`src/include/tdt_pkg.sv`:
```
package tdt_pkg;

   // ==========================================================
   // Register word indices (byte address is four times index)
   // ==========================================================
   localparam logic [11:0] IDX_FLAGS     = 12'h000;
   localparam logic [11:0] IDX_THRESH    = 12'h003;
   localparam logic [11:0] IDX_LEVELS    = 12'h026;
   localparam logic [11:0] IDX_LEVELS_HI = 12'h035;
   localparam logic [11:0] IDX_ON_POINT  = 12'h051;
   localparam logic [11:0] IDX_OFF_POINT = 12'h052;
   // Block-local registers
   localparam logic [11:0] IDX_CONFIG    = 12'h100;
   localparam logic [11:0] IDX_BAND      = 12'h101;
   localparam logic [11:0] IDX_IRQ_STAT  = 12'h102;
   localparam logic [11:0] IDX_IRQ_MASK  = 12'h103;

   // ==========================================================
   // Fields and encodings
   // ==========================================================
   localparam int          MODE_W        = 7;
   localparam logic [6:0]  MODE_STANDBY  = 7'h00;
   localparam logic [6:0]  MODE_DETECT   = 7'h02;
   localparam int          BAND_A_BIT    = 15;
   localparam int          BAND_B_BIT    = 14;
   localparam int          CHAIN_BIT     = 13;
   localparam int          NUM_DET       = 16;

   // ==========================================================
   // Default thresholds, 32767 * 10^(dBm/20)
   // ==========================================================
   localparam logic [15:0] DEF_THRESH    = 16'h0822;  // -24 dBm, 2082
   localparam logic [15:0] DEF_ON_POINT  = 16'h0245;  // -35 dBm, 581
   localparam logic [15:0] DEF_OFF_POINT = 16'h0105;  // -42 dBm, 261
   // Arbitrary identification value
   localparam logic [15:0] PART_ID       = 16'hA5C3;

   // IRQ status bit positions
   localparam int          IRQ_DISC      = 0;
   localparam int          IRQ_BAND_A    = 1;
   localparam int          IRQ_BAND_B    = 2;
   localparam int          IRQ_W         = 3;

endpackage : tdt_pkg

```
`src/hw/tdt_thresholds.sv`:
```
// Implementation choice: the APB interface to the registers.
`timescale 1ns/1ps
// Behaviour
// A band detector flag clears when its measured power falls below the OFF point.
// A band detector flag sets when its measured power rises above the ON point.
// Writing mode 2 reloads the OFF point with its default.
// Writing mode 2 reloads the ON point with its default.
// Host encodes thresholds as 32767 times ten to the dBm over 20.
// In detect mode each of the sixteen measured levels shows in its own word.
// Host may compare levels to find the dominant tone.
// One shared threshold; each discrete flag is set above it and cleared below.
// Selecting detect mode overwrites the shared threshold with its default.
// Host writes a custom shared threshold only after selecting detect mode.
// In detect mode discrete detector n reports in bit n of the flags word.
// Host trusts the discrete flags word only in detect mode.
// Standby or reset writes the part identification into the flags word.
// Band flags are bits 15 and 14; with chaining only bit 15 carries the result.
// Thresholds, levels and flags are 16-bit readable words; thresholds are writable.
module tdt_thresholds
   import tdt_pkg::*;
(
   input  wire logic        clk_sys,
   input  wire logic        rst,
   input  wire logic        psel,
   input  wire logic        penable,
   input  wire logic        pwrite,
   input  wire logic [13:0] paddr,
   input  wire logic [31:0] pwdata,
   output logic      [31:0] prdata,
   output logic             pready,
   output logic             pslverr,
   input  wire logic [255:0] disc_level_in,
   input  wire logic [15:0] band_a_power,
   input  wire logic [15:0] band_b_power,
   input  wire logic [15:0] chain_power,
   output logic             irq
);

   // ==========================================================
   // State
   // ==========================================================
   logic [6:0]         mode_r,   mode_nxt;
   logic               chain_r,  chain_nxt;
   logic [15:0]        thresh_r, thresh_nxt;
   logic [15:0]        on_r,     on_nxt;
   logic [15:0]        off_r,    off_nxt;
   logic [15:0]        flags_r,  flags_nxt;
   logic               band_a_r, band_a_nxt;
   logic               band_b_r, band_b_nxt;
   logic [15:0]        lev_r [NUM_DET];
   logic [15:0]        lev_nxt [NUM_DET];
   logic [IRQ_W-1:0]   ist_r,    ist_nxt;
   logic [IRQ_W-1:0]   imask_r,  imask_nxt;
   logic [31:0]        rdata_r,  rdata_nxt;

   logic        acc;
   logic        wr;
   logic        rd;
   logic [11:0] idx;
   logic        mapped;
   logic [15:0] disc_hit;
   logic [15:0] band_word;
   logic [IRQ_W-1:0] ev;
   logic        sel_detect;
   logic        sel_standby;

   // Hysteresis step shared by every band detector
   function automatic logic hyst(input logic cur, input logic [15:0] pwr,
                                 input logic [15:0] onp, input logic [15:0] offp);
      logic r;
      r = cur;
      // above ON point sets
      if (pwr > onp) begin
         r = 1'b1;
      end
      // below OFF point clears
      else if (pwr < offp) begin
         r = 1'b0;
      end
      return r;
   endfunction : hyst

   // Config write that selects one given mode
   function automatic logic mode_wr(input logic        w,
                                    input logic [11:0] i,
                                    input logic [6:0]  d,
                                    input logic [6:0]  m);
      return w && (i == IDX_CONFIG) && (d == m);
   endfunction : mode_wr

   // Word index falls inside the level block
   function automatic logic in_levels(input logic [11:0] i);
      return (i >= IDX_LEVELS) && (i <= IDX_LEVELS_HI);
   endfunction : in_levels

   // ==========================================================
   // APB decode; always ready, no wait states
   // ==========================================================
   assign acc     = psel & penable;
   assign wr      = acc & pwrite;
   assign rd      = acc & ~pwrite;
   assign idx     = paddr[13:2];
   assign pready  = 1'b1;
   assign pslverr = acc & ~mapped;
   assign prdata  = rdata_r;
   assign irq     = |(ist_r & imask_r);

   // Address map check
   always_comb begin
      mapped = (idx == IDX_FLAGS) || (idx == IDX_THRESH) || (idx == IDX_ON_POINT) ||
               (idx == IDX_OFF_POINT) || (idx == IDX_CONFIG) || (idx == IDX_BAND) ||
               (idx == IDX_IRQ_STAT) || (idx == IDX_IRQ_MASK) ||
               in_levels(idx);
   end

   // Discrete detector comparisons and band flags word
   always_comb begin
      for (int i = 0; i < NUM_DET; i++) begin
         // shared threshold compare
         disc_hit[i] = disc_level_in[i*16 +: 16] > thresh_r;
      end
      band_word = '0;
      // band flags in bits 15 and 14
      band_word[BAND_A_BIT] = band_a_r;
      band_word[BAND_B_BIT] = chain_r ? 1'b0 : band_b_r;
      band_word[CHAIN_BIT]  = chain_r;
   end

   // ==========================================================
   // Configuration and thresholds
   // ==========================================================
   // Mode select strobes, decoded once for both state groups
   assign sel_detect  = mode_wr(wr, idx, pwdata[MODE_W-1:0], MODE_DETECT);
   assign sel_standby = mode_wr(wr, idx, pwdata[MODE_W-1:0], MODE_STANDBY);

   // Host writes; defaults reload on the very edge of the mode write, so a
   // custom threshold only survives if written after the mode change
   always_comb begin
      mode_nxt   = mode_r;
      chain_nxt  = chain_r;
      thresh_nxt = thresh_r;
      on_nxt     = on_r;
      off_nxt    = off_r;
      imask_nxt  = imask_r;
      // writable words
      if (wr) begin
         unique case (idx)
            IDX_THRESH:    thresh_nxt = pwdata[15:0];
            IDX_ON_POINT:  on_nxt     = pwdata[15:0];
            IDX_OFF_POINT: off_nxt    = pwdata[15:0];
            IDX_BAND:      chain_nxt  = pwdata[CHAIN_BIT];
            IDX_IRQ_MASK:  imask_nxt  = pwdata[IRQ_W-1:0];
            IDX_CONFIG:    mode_nxt   = pwdata[MODE_W-1:0];
            default: ;
         endcase
      end
      // shared threshold default
      if (sel_detect) begin
         thresh_nxt = DEF_THRESH;
      end
      // ON point default
      if (sel_detect) begin
         on_nxt = DEF_ON_POINT;
      end
      // OFF point default
      if (sel_detect) begin
         off_nxt = DEF_OFF_POINT;
      end
   end

   // Configuration registers
   always_ff @(posedge clk_sys) begin
      if (rst) begin
         mode_r   <= MODE_STANDBY;
         chain_r  <= 1'b0;
         thresh_r <= DEF_THRESH;
         on_r     <= DEF_ON_POINT;
         off_r    <= DEF_OFF_POINT;
         imask_r  <= '0;
      end
      else begin
         mode_r   <= mode_nxt;
         chain_r  <= chain_nxt;
         thresh_r <= thresh_nxt;
         on_r     <= on_nxt;
         off_r    <= off_nxt;
         imask_r  <= imask_nxt;
      end
   end

   // ==========================================================
   // Detection
   // ==========================================================
   // Outside detect mode levels and band flags hold; the discrete flags hold too
   // until a standby write replaces them with the identification
   always_comb begin
      flags_nxt  = flags_r;
      band_a_nxt = band_a_r;
      band_b_nxt = band_b_r;
      lev_nxt    = lev_r;
      ev         = '0;
      if (mode_r == MODE_DETECT) begin
         // detector n in bit n
         flags_nxt = disc_hit;
         // levels captured per detector
         for (int i = 0; i < NUM_DET; i++) begin
            lev_nxt[i] = disc_level_in[i*16 +: 16];
         end
         // chaining feeds detector A
         band_a_nxt = hyst(band_a_r, chain_r ? chain_power : band_a_power, on_r, off_r);
         band_b_nxt = chain_r ? 1'b0 : hyst(band_b_r, band_b_power, on_r, off_r);
         ev[IRQ_DISC]   = (disc_hit != flags_r);
         ev[IRQ_BAND_A] = band_a_nxt & ~band_a_r;
         ev[IRQ_BAND_B] = band_b_nxt & ~band_b_r;
      end
      // identification on standby
      if (sel_standby) begin
         flags_nxt = PART_ID;
      end
   end

   // Detection registers
   always_ff @(posedge clk_sys) begin
      if (rst) begin
         // identification after reset
         flags_r  <= PART_ID;
         band_a_r <= 1'b0;
         band_b_r <= 1'b0;
         for (int i = 0; i < NUM_DET; i++) begin
            lev_r[i] <= '0;
         end
      end
      else begin
         flags_r  <= flags_nxt;
         band_a_r <= band_a_nxt;
         band_b_r <= band_b_nxt;
         lev_r    <= lev_nxt;
      end
   end

   // ==========================================================
   // Interrupt status
   // ==========================================================
   // A read clears only the bits its setup cycle reported, so an event
   // landing between setup and access is not lost; set wins over clear
   always_comb begin
      ist_nxt = ist_r;
      if (rd && (idx == IDX_IRQ_STAT)) begin
         ist_nxt = ist_r & ~rdata_r[IRQ_W-1:0];
      end
      ist_nxt = ist_nxt | ev;
   end

   // Status register
   always_ff @(posedge clk_sys) begin
      if (rst) begin
         ist_r <= '0;
      end
      else begin
         ist_r <= ist_nxt;
      end
   end

   // ==========================================================
   // Read data
   // ==========================================================
   // Captured in the setup cycle; unmapped reads return zero
   always_comb begin
      rdata_nxt = '0;
      if (psel & ~penable & ~pwrite) begin
         if (in_levels(idx)) begin
            rdata_nxt[15:0] = lev_r[4'(idx - IDX_LEVELS)];
         end
         else begin
            unique case (idx)
               IDX_FLAGS:     rdata_nxt[15:0] = flags_r;
               IDX_THRESH:    rdata_nxt[15:0] = thresh_r;
               IDX_ON_POINT:  rdata_nxt[15:0] = on_r;
               IDX_OFF_POINT: rdata_nxt[15:0] = off_r;
               IDX_CONFIG:    rdata_nxt[MODE_W-1:0] = mode_r;
               IDX_BAND:      rdata_nxt[15:0] = band_word;
               IDX_IRQ_STAT:  rdata_nxt[IRQ_W-1:0] = ist_r;
               IDX_IRQ_MASK:  rdata_nxt[IRQ_W-1:0] = imask_r;
               default: ;
            endcase
         end
      end
   end

   // Read data register
   always_ff @(posedge clk_sys) begin
      if (rst) begin
         rdata_r <= '0;
      end
      else begin
         rdata_r <= rdata_nxt;
      end
   end

endmodule : tdt_thresholds

```
`config.mk`:
```
export PLATFORM = sky130hd
export DESIGN_NAME = tdt_thresholds
export DESIGN_NICKNAME = d
export VERILOG_FILES = /design/src/include/tdt_pkg.sv /design/src/hw/tdt_thresholds.sv
export SDC_FILE = /design/constraint.sdc
export NUM_CORES = 1
export LEC_CHECK = 0
export BUFFER_PORTS_ARGS = -buffer_cell sky130_fd_sc_hd__buf_2
export CORE_AREA = 2 2 205 207
export CTS_CLUSTER_DIAMETER = 150
export CTS_CLUSTER_SIZE = 28
export DETAILED_ROUTE_END_ITERATION = 12
export DIE_AREA = 0 0 207 209
export GPL_TIMING_DRIVEN = 0
export PLACE_DENSITY = 0.9
export SYNTH_ARGS = -nofsm -noshare
export SYNTH_HDL_FRONTEND = slang
export SYNTH_SLANG_ARGS = --single-unit
```
`constraint.sdc`:
```
create_clock -name clk_sys -period 5.3 [get_ports clk_sys]
set_input_delay 1.06 -clock clk_sys [delete_from_list [all_inputs] [get_ports clk_sys]]
set_output_delay 1.06 -clock clk_sys [all_outputs]
set_load 0.05 [all_outputs]
```
==> results.tsv, run 1 <==
metric	value	unit
postSynth.asyncResetShare	0	
detail_route.wl_per_cell	24.01	um
synthesis.yosys.warnings	0	
postSynth.topFlopCell	sky130_fd_sc_hd__dfxtp_1	
cts_made_buffers	16	
timing.critical_path.max_delay_family	buffers and inverters	
timing.slew.headroom	0.01647	
cts_tree	yes	
fin_util	0.6139	
placement.io_buffers	352	
dieHeight	209	um
multi_input_area	0.01436	mm2
timing.critical_path.cells	buf_2 -> buf_2 -> buf_2 -> a21oi_1 -> xnor2_1 -> and4b_1 -> clkbuf_1 -> nor4_1 -> buf_2	
hold_viol	0	
outcome	finished clean	
total_leakage_power	9.898	nW
final_antenna_violating_net_count	0	
ys_seq_elements	352	
setup_repair_after_global_routing_missed_its_margin	false	
cp.arrival	3.54	ns
antenna_found_initial	1	
cts.htree.levels	1	
worstHoldEndpoint	lev_r[250]$_SDFFE_PP0P_	
max_cap_violations	0	
first_global_vias	21530	
cts_resized	0	
post_cts_hold_buffer_count	0	
max_slew.worst_pin.slew	1.473	ns
reg2reg_depth	10	
worstHoldStart	lev_r[250]$_SDFFE_PP0P_	
timing.critical_path.mode_cell	sky130_fd_sc_hd__buf_2	
dr_total_vias	23040	
final_period_demand_of_the_worst_path	4.604	ns
setup.worst_path.end_class	output port	
placeableCoreArea	0.04129	mm2
finalCritPeriodShare	0.8686	
drive_gt1_frac	0.1849	
initial_core_util	0.5430	
setup.worst_path.start_class	primary input	
worst-path-buf-inv	5	
synth.avg_cell_area	8.495	um2
clkSlewWorstSetupHoldPaths	0.11	ns
timing.setup.critical_path_class	primary input to output port	
clockBufferDepth	3	
fmaxAchievable	0.2172	GHz
core.rowCount	75	
place.gp.congestion	1.031	
number_of_cells_on_the_worst_hold_path	2	
power.ir.vdd_worst	0.1706	mV
synthToLayoutAreaGrowth	13.06	%
dp_hpwl	68090	um
grt.total_usage	0.3790	
timing.critical_path.required	4.24	ns
drt_pass1_iterations	8	
power.density_cell_area	190.7	mW/mm2
finalNetCount	3698	
io_pins	390	
clock_insertion_delay_worst_skew	0.54	ns
grt_pass1_wl	125700	um
critPathMaxStageDelay	0.49	ns
grt.overflow.total	0	
die_area	0.04326	mm2
synth_cells	2639	
final.setup.tns	0	ns
critical_path_fanout_max	10	
ys_seq_area_frac	0.3143	
worst_clock_skew	0.02399	ns
critical_path.reg2reg.endpoint	ist_r[0]$_SDFF_PP0_	
setup-violations-final	0	
wirelength	85570	um
synthDistinctLibCells	80	
grt_start_max_net_pins	29	
n_fill_cell	3572	
count_of_flip_flops_with_a_built_in_enable_after_synthesis	0	
timing.final.max_slew_violations	0	
post_synthesis_cell_area	0.02242	mm2
reg2reg_setup_slack	1.32	ns
post-cts-setup-buffers	0	
via_per_inst	6.465	
worst_r2r_startpoint	thresh_r[12]$_SDFFE_PP0P_	
die-width	207	um
final-seq-area	0.007047	mm2
timing.critical_path.depth	9	
clkSinkCount	352	
drt_first_iter_violations	3179	
hp-class	register to register	
critical-path-slowest-cell	sky130_fd_sc_hd__buf_2	
ctsRootBufferMaster	sky130_fd_sc_hd__clkbuf_16	
drc	0	
## kinds of logic (layout without fill, tap and decap cells)
kind of cell,after synthesis,in the layout,share of synthesized area
DFF,352,352,0.3143
buffers and inverters,236,606,0.04777
AOI/OAI and AO/OA,645,645,0.1723
muxes,107,107,0.09326
and+or+nand+nor,976,976,0.1932
adders and majority gates,319,319,0.1780
other,2,18,0.0003350
xor gates and xnor gates,2,2,0.0007815
## layout make-up
cell class	count	area share
Tap cell	539	0.02661
Clock inverter	2	0.001283
Antenna cell	1	0.00009873
Inverter	79	0.01170
Clock buffer	16	0.01580
Multi-Input combinational cell	2066	0.5664
Buffer	157	0.03056
Sequential cell	352	0.2780
Timing Repair Buffer	352	0.06950
## through the flow
step	hold slack, ns	instances	worst slack [ns]	cell area (um2)	power, mW
final	0.4605	3564	0.6962	25350	4.834
after global routing	0.4819	3563	0.6644	25340	4.948
after CTS	0.4594	3563	0.8306	25340	4.780
after detailed placement	0.4449	3545	0.8453	24910	3.414
after global placement	0.4389	3545	0.8022	24910	3.399
after floorplan	0.4331	2654	0.6776	22480	3.094
## registers in the layout (all words and copies together) (netlist names)
register,flops
band_b_r,1
imask_r,3
band_a_r,1
ist_r,3
thresh_r,16
prdata,16
flags_r,16
lev_r,256
chain_r,1
mode_r,7
off_r,16
on_r,16
## worst max-delay path by stage
stage                     startpoint  endpoint  slack, ns
after floorplan             paddr[3]   pslverr       0.68
after global placement      paddr[3]   pslverr       0.80
after detailed placement    paddr[3]   pslverr       0.85
after CTS                   paddr[3]   pslverr       0.83
after global routing        paddr[3]   pslverr       0.66
final                       paddr[3]   pslverr       0.70
## cells in the final DEF, fill, tap and decap left out, types with 11 or more instances in the layout
| master | count |
|---|---|
| sky130_fd_sc_hd__a2111oi_0 | 11 |
| sky130_fd_sc_hd__a211oi_1 | 14 |
| sky130_fd_sc_hd__o21ai_0 | 33 |
| sky130_fd_sc_hd__nor4_1 | 26 |
| sky130_fd_sc_hd__clkbuf_1 | 100 |
| sky130_fd_sc_hd__clkbuf_16 | 16 |
| sky130_fd_sc_hd__buf_4 | 23 |
| sky130_fd_sc_hd__buf_2 | 377 |
| sky130_fd_sc_hd__a22oi_1 | 27 |
| sky130_fd_sc_hd__a21o_1 | 34 |
| sky130_fd_sc_hd__inv_1 | 79 |
| sky130_fd_sc_hd__a31oi_1 | 15 |
| sky130_fd_sc_hd__nand3_1 | 72 |
| sky130_fd_sc_hd__mux4_2 | 80 |
| sky130_fd_sc_hd__a21oi_1 | 402 |
| sky130_fd_sc_hd__nand2_1 | 660 |
| sky130_fd_sc_hd__dfxtp_1 | 352 |
| sky130_fd_sc_hd__nor2b_1 | 19 |
| sky130_fd_sc_hd__conb_1 | 17 |
| sky130_fd_sc_hd__nand4_1 | 68 |
| sky130_fd_sc_hd__mux2_2 | 15 |
| sky130_fd_sc_hd__o211ai_1 | 26 |
| sky130_fd_sc_hd__a222oi_1 | 12 |
| sky130_fd_sc_hd__ha_1 | 319 |
| sky130_fd_sc_hd__mux2i_1 | 12 |
| sky130_fd_sc_hd__nor3_1 | 22 |
| sky130_fd_sc_hd__a21oi_2 | 20 |
| sky130_fd_sc_hd__nor2_1 | 50 |
## power breakdown
group          total, mW  internal, mW  switching, mW
sequential          2.64          2.64      0.0000527
combinational      0.738         0.294          0.444
clock               1.45         0.562          0.891
total               4.83          3.50           1.33
## worst reg2reg max path: cells and delay by family (launching register included)
family / cells / cell delay [ns]
buffers and inverters: 1 / 0.94
AOI/OAI and AO/OA: 3 / 0.67
and+or+nand+nor: 5 / 1.50
adders and majority gates: 1 / 0.43
DFF: 1 / 0.34
## cells in the mapped netlist, drive strengths merged (4+ instances only)
cell | count | area (um2)
nand2 | 662 | 2500
a21oi | 422 | 2187
dfxtp | 352 | 7047
ha | 319 | 3991
clkbuf | 100 | 375.4
mux4 | 80 | 1802
inv | 79 | 296.5
nand3 | 72 | 360.4
nand4 | 70 | 459.2
buf | 57 | 399.1
nor2 | 52 | 200.2
a21o | 34 | 255.2
o21ai | 33 | 165.2
nor4 | 28 | 187.7
a22oi | 27 | 202.7
nor3 | 26 | 162.7
o211ai | 26 | 195.2
nor2b | 19 | 118.9
a31oi | 15 | 93.84
mux2 | 15 | 168.9
a211oi | 14 | 105.1
a222oi | 12 | 120.1
mux2i | 12 | 120.1
a2111oi | 11 | 96.34
and3 | 9 | 61.31
nand2b | 8 | 50.05
o21a | 7 | 52.55
a2bb2oi | 6 | 52.55
a221o | 5 | 50.05
a22o | 4 | 35.03
a41oi | 4 | 35.03
and2 | 4 | 27.53
or2 | 4 | 25.03
or3 | 4 | 25.02
or4 | 4 | 30.03
## per-layer routing
metal / GRT usage / part of all wire
met1: 0.4711 / 0.36
met2: 0.5922 / 0.43
met3: 0.08326 / 0.14
met4: 0.2539 / 0.080
met5: 0 / 0
No activity file was read; power rests on OpenSTA's default activity.
==> run 2, diff against run 1 <==
ABC_AREA = 1   (was unset)
CORE_AREA = 2 2 194 196   (was 2 2 205 207)
DIE_AREA = 0 0 196 198   (was 0 0 207 209)
PLACE_DENSITY = 0.95   (was 0.9)
==> run 2 against run 1 <==
  * The run now ends with max-capacitance violations, max-slew violations left
  * Critical path depth shrank 1
  * Wire length increased by 7.5%
  * Clock-buffer cell count grew 1
  * Maximum frequency grew 5.6%
  * Global-route usage is 7.9 points higher
  * Cell count up 12%
  * Power up 3.0%
  * Non-clock buffer count is 15 higher
  * Synthesized area up 0.16%
  * Register-to-register slack better by 0.49 ns
  * Combinational power rose by 16%
  * Hold slack lost 0.00058 ns
  * Largest power group unchanged
==> results.tsv, run 2 <==
metric	value	unit	change
p_sw_frac	0.2914		was 0.2761
detail_route.wl_per_cell	23.04	um	was 24.01 um
clkSinkCount	352		unchanged
max_slew.worst_pin.slew	1.611	ns	was 1.473 ns
intPower	3.528	mW	was 3.500 mW
core.rowCount	71		was 75
placed_cells	3972		was 3545
power.density_cell_area	196.0	mW/mm2	was 190.7 mW/mm2
count_of_flip_flops_with_a_built_in_enable_after_synthesis	0		unchanged
via_per_inst	6.363		was 6.465
post_synthesis_cell_area	0.02246	mm2	was 0.02242 mm2
synth_cells	3130		was 2639
outcome	complete, but fails checks		was finished clean
post_cts_hold_buffer_count	0		unchanged
finalInstanceArea	0.02540	mm2	was 0.02535 mm2
cp.arrival	3.30	ns	was 3.54 ns
ctsRootBufferMaster	sky130_fd_sc_hd__clkbuf_16		unchanged
power.ir.vdd_worst	0.2137	mV	was 0.1706 mV
number_of_flip_flops_under_the_largest_register_name	256		unchanged
drive_gt1_frac	0.1299		was 0.1849
setup.worst_path.start_class	primary input		unchanged
synth.avg_cell_area	7.174	um2	was 8.495 um2
final_antenna_violating_net_count	0		unchanged
critical_path.startpoint	paddr[3]		unchanged
wirelength	92030	um	was 85570 um
timing.setup.critical_path_class	primary input to output port		unchanged
cts_tree	yes		unchanged
grt.overflow.total	0		unchanged
die-width	196	um	was 207 um
cts.htree.levels	1		unchanged
pwr-share-clk	0.297		was 0.301
hp-class	register to register		unchanged
timing.critical_path.required	4.24	ns	about the same
antenna_found_initial	1		unchanged
grt_start_max_net_pins	29		unchanged
placedInstanceArea	0.02487	mm2	was 0.02491 mm2
violations_in_the_final_reports	max-capacitance violations, max-slew violations		
fmaxAchievable	0.2293	GHz	was 0.2172 GHz
ys_seq_elements	352		unchanged
worstHoldStart	lev_r[172]$_SDFFE_PP0P_		was lev_r[250]$_SDFFE_PP0P_
first_global_vias	23300		was 21530
timing.slew.headroom	-0.07544		was 0.01647
timing.hold.ws	0.4599	ns	was 0.4605 ns
drt_first_iter_violations	4074		was 3179
library_cell_occupying_the_most_area_in_the_post_synthesis_netlist	sky130_fd_sc_hd__dfxtp_1		unchanged
power.sequential.fraction	0.531		was 0.547
clkSlewWorstSetupHoldPaths	0.09	ns	was 0.11 ns
final_period_demand_of_the_worst_path	4.360	ns	was 4.604 ns
critical_path_fanout_max	10		unchanged
io_pins	390		unchanged
post-cts-setup-buffers	0		unchanged
final_critical_path_setup_slack	0.9397	ns	was 0.6962 ns
cts_made_buffers	16		unchanged
power.total	4.979	mW	was 4.834 mW
synthesis.yosys.warnings	0		unchanged
clockBufferDepth	3		unchanged
combinational_cell_fraction_of_total_power	0.172		was 0.153
finalNetCount	4193		was 3698
drc	0		unchanged
worst_clock_skew	0.03134	ns	was 0.02399 ns
final.setup.tns	0	ns	unchanged
cts_resized	0		unchanged
die_area	0.03881	mm2	was 0.04326 mm2
yosys-top-cells-area	sky130_fd_sc_hd__dfxtp_1 (31%), sky130_fd_sc_hd__ha_1 (18%), sky130_fd_sc_hd__nand2_1 (9.0%)		was sky130_fd_sc_hd__dfxtp_1 (31%), sky130_fd_sc_hd__ha_1 (18%), sky130_fd_sc_hd__nand2_1 (11%)
net-switching-power	1.451	mW	was 1.335 mW
drt_pass1_iterations	7		was 8
finalCritPeriodShare	0.8227		was 0.8686
dr_total_vias	25410		was 23040
max_cap_violations	8		was 0
total_leakage_power	11.03	nW	was 9.898 nW
final_common_cell	sky130_fd_sc_hd__nand2_1		unchanged
placeableCoreArea	0.03696	mm2	was 0.04129 mm2
synthToLayoutAreaGrowth	13.11	%	was 13.06%
synthDistinctLibCells	47		was 80
clock_insertion_delay_worst_skew	0.55	ns	was 0.54 ns
initial_core_util	0.6076		was 0.5430
synth_top_cell_area_share	0.3138		was 0.3143
regMostFlops	lev_r		unchanged
dp_hpwl	69370	um	was 68090 um
place.gp.congestion	1.055		was 1.031
place_worst_setup_slack	1.059	ns	was 0.8453 ns
ys_seq_area_frac	0.3138		was 0.3143
setup_repair_after_global_routing_missed_its_margin	false		unchanged
timing.final.max_slew_violations	90		was 0
postSynth.asyncResetShare	0		unchanged
finalNonFillerCells	3994		was 3564
synth_common_cells	sky130_fd_sc_hd__nand2_1 (539), sky130_fd_sc_hd__nor2_1 (426), sky130_fd_sc_hd__dfxtp_1 (352)		was sky130_fd_sc_hd__nand2_1 (660), sky130_fd_sc_hd__a21oi_1 (402), sky130_fd_sc_hd__dfxtp_1 (352)
layout.cells.most_common_list	sky130_fd_sc_hd__nand2_1 (539), sky130_fd_sc_hd__nor2_1 (426), sky130_fd_sc_hd__buf_2 (385)		was sky130_fd_sc_hd__nand2_1 (660), sky130_fd_sc_hd__a21oi_1 (402), sky130_fd_sc_hd__buf_2 (377)
fin_util	0.6873		was 0.6139
setup-violations-final	0		unchanged
postSynth.topFlopCell	sky130_fd_sc_hd__dfxtp_1		unchanged
hold_viol	0		unchanged
worst_r2r_startpoint	thresh_r[9]$_SDFFE_PP0P_		was thresh_r[12]$_SDFFE_PP0P_
setup.worst_path.end_class	output port		unchanged
grt_pass1_wl	133500	um	was 125700 um
grt.total_usage	0.4584		was 0.3790
dieHeight	198	um	was 209 um
placement.io_buffers	353		was 352
synth_most_common_cell	sky130_fd_sc_hd__nand2_1		unchanged
-- run 2: changes by cell type after synthesis, moves of 62 or more --
cell and delta:
sky130_fd_sc_hd__o22ai_1 +62, sky130_fd_sc_hd__nor2_1 +376, sky130_fd_sc_hd__a21oi_1 -88, sky130_fd_sc_hd__inv_1 +185, sky130_fd_sc_hd__o21ai_0 +282, sky130_fd_sc_hd__mux4_2 -80
sky130_fd_sc_hd__nand2_1 -121
-- run 2: worst max-delay path, stage by stage --
cell and delay [ns]:
sky130_fd_sc_hd__buf_2 0.16, sky130_fd_sc_hd__nand2_1 0.33, sky130_fd_sc_hd__nor2_1 0.13, sky130_fd_sc_hd__nand2_1 0.15, sky130_fd_sc_hd__clkbuf_1 0.40, sky130_fd_sc_hd__nand3_1 0.14
sky130_fd_sc_hd__nor4_1 0.54, sky130_fd_sc_hd__buf_2 0.38
-- run 2: final timing paths --
kind	end	slack, ns	cells past startpoint
worst max-delay path	pslverr	0.94	8
worst min-delay path	lev_r[172]$_SDFFE_PP0P_	0.46	2
worst max register to register	ist_r[0]$_SDFF_PP0_	1.81	16
worst min register to register	lev_r[172]$_SDFFE_PP0P_	0.46	2
-- run 2: cell type report --
class                   count  area [um2]
multi-input cells        2353       13680
well taps                 474       593.1
inverters                 272        1021
clock buffers              17       425.4
diodes                      1       2.502
repair buffers            356        1849
clock inverters             1       16.27
fillers                  3179       11560
flip-flops and latches    352        7048
plain buffers             168       768.2
-- run 2: metal layers --
metal,GRT usage,vias up,share of wire
met3,0.1138,495,0.15
met1,0.5780,11490,0.36
met4,0.3401,2,0.090
met2,0.6801,1966,0.40
li1,-,11460,-
met5,0,-,0.00014
-- run 2: power by group through the flow --
stage	clock network, mW	registers (mW)	logic, mW
floorplan	0	2.70	0.450
global placement	0	2.70	0.791
detailed placement	0	2.70	0.812
CTS	1.44	2.64	0.818
global route	1.51	2.64	0.929
finish	1.48	2.64	0.857
-- run 2: cells by family (layout without fill, tap and decap cells) --
| kind of cell | count (synthesis) | in the layout | share of synthesized area |
|---|---|---|---|
| AND/OR/NAND/NOR | 1145 | 1145 | 0.2073 |
| AO/OA/AOI/OAI | 870 | 870 | 0.2204 |
| buffers and inverters | 440 | 814 | 0.07968 |
| flip-flops | 352 | 352 | 0.3138 |
| adder cells (fa/ha/maj) | 319 | 319 | 0.1777 |
| other | 2 | 18 | 0.0003344 |
| XOR/XNOR | 2 | 2 | 0.0007802 |
